File: config.mk
export PLATFORM = sky130hd
export DESIGN_NAME = spbcl_strap_latch
export DESIGN_NICKNAME = d
export VERILOG_FILES = /design/src/spbcl_sync3.v /design/src/spbcl_strap_latch.v
export VERILOG_INCLUDE_DIRS = /design/src /design/src/inc
export SDC_FILE = /design/constraint.sdc
export NUM_CORES = 1
export LEC_CHECK = 0
export BUFFER_PORTS_ARGS = -buffer_cell sky130_fd_sc_hd__buf_2
export CAP_MARGIN = 20
export CELL_PAD_IN_SITES_DETAIL_PLACEMENT = 1
export CELL_PAD_IN_SITES_GLOBAL_PLACEMENT = 1
export CORE_ASPECT_RATIO = 0.5
export CORE_MARGIN = 2
export CORE_UTILIZATION = 36
export CTS_CLUSTER_DIAMETER = 60
export DETAILED_ROUTE_END_ITERATION = 12
export GPL_TIMING_DRIVEN = 0
export PLACE_DENSITY_LB_ADDON = 0.25
export SKIP_LAST_GASP = 1
export SLEW_MARGIN = 10
export SYNTH_ARGS = -nofsm -noshare
export SYNTH_HDL_FRONTEND = slang
export SYNTH_SLANG_ARGS = --single-unit
File: constraint.sdc
create_clock -name clk_i -period 1.5 [get_ports clk_i]
set_input_delay 0.15 -clock clk_i [delete_from_list [all_inputs] [get_ports clk_i]]
set_output_delay 0.15 -clock clk_i [all_outputs]
set_load 0.05 [all_outputs]
File: src/inc/spbcl_consts.vh
/*
  Constants of the strap latch: strap bit positions, pull defaults,
  mode encodings and reset values.
  Assumes it is included by bare name from the design files.
*/
`ifndef SPBCL_CONSTS_VH
`define SPBCL_CONSTS_VH

// ----------------------------------------
// Strap bit positions in the strap value
// ----------------------------------------
`define SPBCL_BIT_LDO      0
`define SPBCL_BIT_BOOT     1
`define SPBCL_BIT_QUAL     2
`define SPBCL_BIT_LOG      3
`define SPBCL_BIT_SDIO     4
`define SPBCL_NSTRAP       5

// ----------------------------------------
// Internal pull directions, 1 = pull-up
// ----------------------------------------
`define SPBCL_PULL_UP_MASK 5'h1a

// ----------------------------------------
// Reset values and encodings
// ----------------------------------------
`define SPBCL_STRAP_RST    5'h1a
`define SPBCL_PULL_ALL     5'h1f
`define SPBCL_PULL_NONE    5'h00
`define SPBCL_RST_SYNC_INIT 3'h7
`define SPBCL_LOG_ON       1'b1
`define SPBCL_VSEL_3V3     1'b0
`define SPBCL_VSEL_1V8     1'b1
`define SPBCL_BOOT_FLASH   2'h1
`define SPBCL_BOOT_DNLD    2'h2
`define SPBCL_BOOT_UNDEF   2'h0
`define SPBCL_EDGE_FALL    1'b0
`define SPBCL_EDGE_RISE    1'b1

`endif

File: src/spbcl_sync3.v
/*
  Three-stage synchroniser with agreement filter for the strap pins.
  Assumes inputs are asynchronous pins; one clock clk_i.
*/
`timescale 1ns/1ps
`default_nettype none

module spbcl_sync3 #(
  parameter W = 5
) (
  // Clock and reset
  input  wire         clk_i,
  input  wire         srst_i,
  // Pins in, filtered level out
  input  wire [W-1:0] async_i,
  input  wire [W-1:0] init_i,
  output reg  [W-1:0] level_o
);

  reg [W-1:0] s1_r;
  reg [W-1:0] s2_r;
  reg [W-1:0] s3_r;

  // ----------------------------------------
  // Stages; only the second reads the first
  // ----------------------------------------
  always @(posedge clk_i)
  begin
    s1_r <= async_i;
    s2_r <= s1_r;
    s3_r <= s2_r;
  end

  // A change counts only once stages two and three agree
  always @(posedge clk_i)
  begin
    if (srst_i)
      level_o <= init_i;
    else
      level_o <= (s2_r & s3_r) | (level_o & (s2_r | s3_r));
  end

endmodule // spbcl_sync3

`default_nettype wire

File: src/spbcl_strap_latch.v
/*
  Strap pin boot configuration latch: samples five strap pins at reset
  release, holds them until power-down, decodes boot settings.
  Assumes pins arrive asynchronously; the pad resolves pull enables and
  external drive into the *_i level; sys_rst_i is the system reset request.
*/
`timescale 1ns/1ps
`default_nettype none
`include "spbcl_consts.vh"

// What this block does
// - Capture the five strap levels when system reset is released.
// - Hold captured bits until power-down, ignoring later pin activity.
// - Enable each strap pin's internal weak pull while reset is held.
// - Pulls set floating levels: voltage and qualifier low, others high.
// - After release, strap pins act as ordinary function pins.
// - Expose all five latched bits as a readable strap value.
// - Voltage strap 0 selects 3.3 V flash supply, 1 selects 1.8 V.
// - Boot select 1 means flash boot; 0 with qualifier 0 is download.
// - Log strap 0 silences boot log on primary serial transmit.
// - Log and SDIO straps pick SDIO sample and output edges.
// - Firmware bits may override flash voltage and SDIO edge timing.
module spbcl_strap_latch (
  // Clock and reset
  input  wire       clk_i,
  input  wire       srst_i,
  // System reset request and module enable
  input  wire       sys_rst_i,
  input  wire       module_en_i,
  // Strap pin levels
  input  wire       ldo_voltage_strap_i,
  input  wire       boot_select_strap_i,
  input  wire       download_qualifier_strap_i,
  input  wire       log_timing_strap_i,
  input  wire       sdio_edge_strap_i,
  // Pull control to pads
  output wire [4:0] pull_en_o,
  output wire [4:0] pull_up_o,
  output wire       strap_func_mode_o,
  // Firmware overrides
  input  wire       vsel_ovr_en_i,
  input  wire       vsel_ovr_val_i,
  input  wire       sdio_ovr_en_i,
  input  wire       sdio_ovr_sample_i,
  input  wire       sdio_ovr_output_i,
  // Status
  output reg  [4:0] strap_value_o,
  output reg        strap_valid_o,
  output reg        flash_vsel_1v8_o,
  output reg  [1:0] boot_mode_o,
  output reg        boot_log_en_o,
  output reg        sdio_sample_rise_o,
  output reg        sdio_output_rise_o
);

  // ----------------------------------------
  // Reset state
  // ----------------------------------------
  // Module enable low holds the chip in reset as well
  wire in_reset = sys_rst_i | ~module_en_i;

  wire [4:0] pins = {sdio_edge_strap_i, log_timing_strap_i,
                     download_qualifier_strap_i, boot_select_strap_i,
                     ldo_voltage_strap_i};
  wire [4:0] pins_s;

  spbcl_sync3 #(
    .W (`SPBCL_NSTRAP)
  ) u_sync (
    .clk_i   (clk_i),
    .srst_i  (srst_i),
    .async_i (pins),
    .init_i  (`SPBCL_STRAP_RST),
    .level_o (pins_s)
  );

  reg [2:0] rst_sh_r;
  reg       in_rst_r;

  // Reset request passes the same three stages with agreement
  always @(posedge clk_i)
  begin
    if (srst_i)
    begin
      rst_sh_r <= `SPBCL_RST_SYNC_INIT;
      in_rst_r <= 1'b1;
    end
    else
    begin
      rst_sh_r <= {rst_sh_r[1:0], in_reset};
      if (rst_sh_r[1] == rst_sh_r[2])
        in_rst_r <= rst_sh_r[2];
    end
  end

  // Pulls apply only while reset holds, fixing floating levels
  assign pull_en_o         = in_rst_r ? `SPBCL_PULL_ALL
                                      : `SPBCL_PULL_NONE;
  assign pull_up_o         = `SPBCL_PULL_UP_MASK;
  assign strap_func_mode_o = ~in_rst_r;

  // ----------------------------------------
  // Capture sequencing
  // ----------------------------------------
  // Armed waits for the first release after power-up; held never
  // leaves, so later watchdog or brownout releases do not recapture.
  localparam [1:0] ST_ARMED = 2'h0;
  localparam [1:0] ST_HELD  = 2'h1;

  reg  [1:0] state_r;
  reg  [1:0] state_nxt;
  reg        capture_nxt;

  // Release counts once stages two and three both show it; the pins
  // are still pulled at that edge, so a floating pin reads its default
  wire       release_seen = ~rst_sh_r[1] & ~rst_sh_r[2];

  always @*
  begin
    state_nxt   = state_r;
    capture_nxt = 1'b0;
    case (state_r)
      ST_ARMED:
      begin
        if (in_rst_r && release_seen)
        begin
          state_nxt   = ST_HELD;
          capture_nxt = 1'b1;
        end
      end
      ST_HELD:
        state_nxt = ST_HELD;
      default:
        state_nxt = ST_ARMED;
    endcase
  end

  // ----------------------------------------
  // Capture at release, hold to power-down
  // ----------------------------------------
  // Only srst_i (power loss) clears the latch; no write path exists,
  // so the strap value cannot be altered by software.
  always @(posedge clk_i)
  begin
    if (srst_i)
    begin
      state_r       <= ST_ARMED;
      strap_value_o <= `SPBCL_STRAP_RST;
      strap_valid_o <= 1'b0;
    end
    else
    begin
      state_r <= state_nxt;
      if (capture_nxt)
      begin
        strap_value_o <= pins_s;
        strap_valid_o <= 1'b1;
      end
    end
  end

  // ----------------------------------------
  // Decode helpers
  // ----------------------------------------
  // Firmware value wins whenever its enable is set; one helper serves
  // the supply select and both SDIO edges alike
  function ovr_pick;
    input ovr_en;
    input ovr_val;
    input strap_bit;
    begin
      ovr_pick = ovr_en ? ovr_val : strap_bit;
    end
  endfunction

  // Boot select low with qualifier high has no defined boot source
  function [1:0] boot_decode;
    input boot_sel;
    input qual;
    begin
      if (boot_sel)
        boot_decode = `SPBCL_BOOT_FLASH;
      else if (!qual)
        boot_decode = `SPBCL_BOOT_DNLD;
      else
        boot_decode = `SPBCL_BOOT_UNDEF;
    end
  endfunction

  // ----------------------------------------
  // Decode with firmware overrides
  // ----------------------------------------
  always @(posedge clk_i)
  begin
    if (srst_i)
    begin
      flash_vsel_1v8_o   <= `SPBCL_VSEL_3V3;
      boot_mode_o        <= `SPBCL_BOOT_FLASH;
      boot_log_en_o      <= `SPBCL_LOG_ON;
      sdio_sample_rise_o <= `SPBCL_EDGE_RISE;
      sdio_output_rise_o <= `SPBCL_EDGE_RISE;
    end
    else
    begin
      flash_vsel_1v8_o   <= ovr_pick(vsel_ovr_en_i, vsel_ovr_val_i,
                              strap_value_o[`SPBCL_BIT_LDO]);
      boot_mode_o        <= boot_decode(strap_value_o[`SPBCL_BIT_BOOT],
                              strap_value_o[`SPBCL_BIT_QUAL]);
      boot_log_en_o      <= strap_value_o[`SPBCL_BIT_LOG];
      sdio_sample_rise_o <= ovr_pick(sdio_ovr_en_i, sdio_ovr_sample_i,
                              strap_value_o[`SPBCL_BIT_LOG]);
      sdio_output_rise_o <= ovr_pick(sdio_ovr_en_i, sdio_ovr_output_i,
                              strap_value_o[`SPBCL_BIT_SDIO]);
    end
  end

endmodule // spbcl_strap_latch

`default_nettype wire

## Yosys cells after proc, flatten, opt, wreduce, memory -nomap -nowiden

Index checks and enable logic that the tools add are counted.

| word-level totals | value |
|---|---|
| flip-flop bits (word level) | 38 |
| input bits | 14 |
| output and inout bits | 23 |
| word-level logic and storage cells | 39 |

| cells by class | value |
|---|---|
| equal/unequal tests | 3 |
| mux-type cells | 9 |
| bitwise logic cells | 10 |
| reduce and logical (&&, ||, !) cells | 3 |

Operators with widths:

| cell | count |
|---|---|
| $and 5x5->5 | 2 |
| $or 5x5->5 | 2 |
| $mux 1 | 5 |
| $mux 5 | 1 |
| $mux 2 | 2 |
| $not 1->1 | 4 |
| $pmux 2 s2 | 1 |
| $eq 2x1->1 const B | 1 |
| $logic_not 2->1 | 1 |
| $ne 2x2->1 const B | 1 |
| $reduce_or 2->1 | 1 |
| $and 1x1->1 | 1 |
| $eq 1x1->1 | 1 |
| $logic_and 1x1->1 | 1 |
| $or 1x1->1 | 1 |

## Logic depth before layout (Yosys ltp)

| logic depth | value |
|---|---|
| depth after elaboration | 5 |
| gate-level depth with buffers | 5 |
| mapped depth without buffers | 4 |

## Hierarchy

From an unflattened synthesis, not the netlist that was laid out.

| unflattened totals | value |
|---|---|
| cells, all modules | 111 |
| area, all modules | 1207.4 um^2 |

By module, submodules not included:

| module | instances | cells each | area each (um^2) | seq. area each (um^2) |
|---|---|---|---|---|
| spbcl_strap_latch | 1 | 70 | 670.6 | 340.3 |
| spbcl_sync3 | 1 | 41 | 536.8 | 400.4 |

## Worst setup path before layout

No wires, ideal clock.

| timing path | value |
|---|---|
| path type | reg-to-reg |
| start point | register rst_sh_r[1] |
| end point | register strap_valid_o |
| library setup time | 115 ps |
| data arrival time | 974 ps |
| required time | 1385 ps |
| slack | 411 ps |
| stages on the path, launching flop included | 6 |
| buffers on the path | 1 |
| clock period less this slack | 1089 ps |
| path through | dfxtp_1 inv_1 ha_1 and3b_1 buf_6 o21a_1 |

| on the way | value |
|---|---|
| longest elaborated chain between the ends | 5 |

RTL lines:

| item | line | source |
|---|---|---|
| start: declaration | spbcl_strap_latch.v:77 | `reg [2:0] rst_sh_r;` |
| start signal: assignment | spbcl_strap_latch.v:85 | `` rst_sh_r <= `SPBCL_RST_SYNC_INIT; `` |
| start signal: assignment | spbcl_strap_latch.v:90 | `rst_sh_r <= {rst_sh_r[1:0], in_reset};` |
| $not 1->1 | spbcl_strap_latch.v:116 | `wire release_seen = ~rst_sh_r[1] & ~rst_sh_r[2];` |
| $and 1x1->1 | spbcl_strap_latch.v:116 |  |
| $logic_and 1x1->1 | spbcl_strap_latch.v:125 | `if (in_rst_r && release_seen)` |
| $mux 1 | spbcl_strap_latch.v:125 |  |
| $mux 1 | spbcl_strap_latch.v:122 | `case (state_r)` |
| end signal: assignment | spbcl_strap_latch.v:149 | `strap_valid_o <= 1'b0;` |
| end signal: assignment | spbcl_strap_latch.v:157 | `strap_valid_o <= 1'b1;` |
| end: declaration | spbcl_strap_latch.v:48 | `output reg strap_valid_o,` |

Every way passes these cells.
A chain may end at the register's enable or synchronous reset.

## Final worst setup path

| timing path | value |
|---|---|
| start point | register in_rst_r |
| end point | output port pull_en_o[1] |

| on the way | value |
|---|---|
| longest elaborated chain between the ends | 1 |

RTL lines:

| item | line | source |
|---|---|---|
| start: declaration | spbcl_strap_latch.v:78 | `reg in_rst_r;` |
| start signal: assignment | spbcl_strap_latch.v:92 | `in_rst_r <= rst_sh_r[2];` |
| $mux 5 (no line) | -- |  |
| end: declaration | spbcl_strap_latch.v:37 | `output wire [4:0] pull_en_o,` |

Every way passes these cells.

==> results.cfg <==
[run_status]
status = finished clean

[place]
dp_hpwl_mm = 1.356
placed_area_sq_um = 1359
globalplace.congestion = 0.6641
dp.cells = 179
port_buffers = 31

[clocking]
clockBufferDepth = 2
cts_tree = done
insertion_delay_ns = 0.29
cts_resized = 0
cts_setup_buffers = 0
clk_pin_slew_worst_paths_ns = 0.07
clock-sinks = 37
cts_buffers = 5
cts_hold_buf = 5
cts-root-buf = clkbuf_8
cts_max_level = 2

[floorplanning]
die_h_microns = 43.83
num_rows = 14
ios = 37
die_width_microns = 83.67
dieArea_sq_um = 3667
start_util_pct = 37.92
core_region_area_sq_um = 3013

[logic_synthesis]
syn_avg_cell_area_sq_um = 10.88
synth-seq-cells = 37
syn_area_sq_um = 1142
postSynthCellCount = 105
synth_cell_type_count = 16
yosys_warnings = 0
ys_seq_area_share_pct = 64.84

[finish]
nets = 166
fillers = 346
fin_cells = 192
syn2layout_area_growth_pct = 31.33
antenna_cells = 0
drive_above_1_share_pct = 34.21
postLayoutCellArea_sq_um = 1500

[global_route]
globalRouteOverflowTotal = 0
grt_usage_pct = 12.47
grt_max_degree = 14
antenna_found_initial = 0
grt_pass1_vias = 753
grt_pass1_wl_mm = 3.291

[sta]
period_share_pct = 87.02
fmax_mhz = 766.2
final_max_slew_viol_count = 0
fin_skew_ns = 0.008961
hold_viol_final = 0
rsz0062_at_grt = false
finalCriticalPeriod_ns = 1.305
hold_slack_ns = 0.01936
setup_viol = 0
setup-tns-final_ns = 0

[pwr]
power_frac_seq_pct = 55.4
swShare_pct = 24.82
peakVddDrop_mv = 0.6633
power_frac_comb_pct = 7.9
p_leak_nw = 0.6944
p_sw_uw = 463.6
fin_total_pwr_mw = 1.868
cellPowerDensity_nw_per_um2 = 1245
p_int_mw = 1.404
pwr-share-clk_pct = 36.6

[worst_setup_path]
crit_fanout = 9
timing_worst_setup_path_type = reg2out
rrSetupSlack_ns = 0.37
cp.arrival_ns = 1.16
worstSetupStartpoint = in_rst_r
slowest_delay_ns = 0.47
cp_slowest_cell = dfxtp_1
crit_chain = buf_4 -> buf_2
cp-start-kind = flip-flop
timing.rr.start = rst_sh_r[1]
endpoint_kind = primary output
worstPathRequired_ns = 1.35

[drt]
routed_wl_mm = 1.932
drt_iter0_markers = 41
postRouteAntennaNets = 0
vias_per_cell = 4.208
drt_first_pass_iters = 4
num_vias = 808
drc = 0
avgRoutedWirePerCell_microns = 10.06

[flow_run]
drv_cap = 0

[min_path]
worstHoldPathType = in2reg
min_from = module_en_i
[placed cells by master, fill, tap and decap left out, drive strengths merged]
cell,Yosys,layout
buf,12,43
dfxtp,37,37
nor2,13,13
mux2i,8,8
nand2,7,7
inv,6,6
a21oi,6,6
o21ai,5,5
conb,2,5
clkbuf,0,5
dlygate4sd3,0,5
nand2b,4,4
clkinv,0,3
o211ai,1,1
and3b,1,1
o21a,1,1
or2,1,1
ha,1,1
[path summary, 6_finish.rpt]
kind                    endpoint  cells after the start
setup / recovery    pull_en_o[1]                      2
hold / removal       rst_sh_r[0]                      2
setup reg to reg   strap_valid_o                      5
hold reg to reg   u_sync.s2_r[4]                      0
[metal layers]
layer	part of all wire [%]	global-route usage (%)	up-vias
li1	-	-	412
met1	43	13.01	367
met2	48	20.80	24
met3	7.2	7.429	5
met4	2.2	5.806	0
met5	0	0	-
[Yosys cell counts]
library cell / n / share of area [%]
buf_6: 1 / 0.99
and3b_1: 1 / 0.77
inv_1: 6 / 2.0
nand2_1: 7 / 2.3
nand2b_1: 4 / 2.2
o21ai_0: 5 / 2.2
conb_1: 2 / 0.66
buf_4: 11 / 7.2
nor2_1: 13 / 4.3
ha_1: 1 / 1.1
o211ai_1: 1 / 0.66
mux2i_1: 8 / 7.0
o21a_1: 1 / 0.66
a21oi_1: 6 / 2.6
dfxtp_1: 37 / 65
or2_2: 1 / 0.55
[sequential cells by signal (all words and copies together) (netlist names)]
| signal | cells |
|---|---|
| strap_value_o | 5 |
| u_sync.level_o | 5 |
| u_sync.s1_r | 5 |
| u_sync.s2_r | 5 |
| u_sync.s3_r | 5 |
| rst_sh_r | 3 |
| boot_mode_o | 2 |
| boot_log_en_o | 1 |
| flash_vsel_1v8_o | 1 |
| in_rst_r | 1 |
| sdio_output_rise_o | 1 |
| sdio_sample_rise_o | 1 |
| state_r | 1 |
| strap_valid_o | 1 |
[layout make-up]
class	count	area [sq um]	share of cell area [%]
repair buffers	36	205.2	13.68
clock inverters	3	22.52	1.501
inverters	6	22.52	1.501
flip-flops and latches	37	740.7	49.37
plain buffers	12	93.84	6.255
clock buffers	5	68.82	4.587
well taps	40	50.05	3.336
multi-input cells	53	296.5	19.77
[through the flow]
stage | util, % | worst slack [ns]
finish | 49.79 | 0.1948
floorplan | - | 0.4114
CTS | 49.79 | 0.1588
detailed placement | 45.10 | 0.3588
global route | 49.79 | 0.1251
global placement | 45.10 | 0.3801
[power groups by stage]
stage	sequential (mW)	clock [mW]	combinational, mW
global route	1.04	0.754	0.162
global placement	1.06	0	0.135
detailed placement	1.06	0	0.139
CTS	1.04	0.716	0.149
finish	1.04	0.684	0.148
floorplan	1.07	0	0.0931
[logic make-up after synthesis]
family                   synth area share (%)
flip-flops                              64.84
AND/OR/NAND/NOR                         10.08
buffers and inverters                   10.19
AO/OA/AOI/OAI                           6.134
multiplexers                            7.010
other                                  0.6574
adder cells (fa/ha/maj)                 1.095
[worst max-delay path, delay by kind of cell, from the launching register on]
family,cells,cell delay [ns]
buffers and inverters,2,0.41
DFF,1,0.47
(Power assumes the default switching activity.)
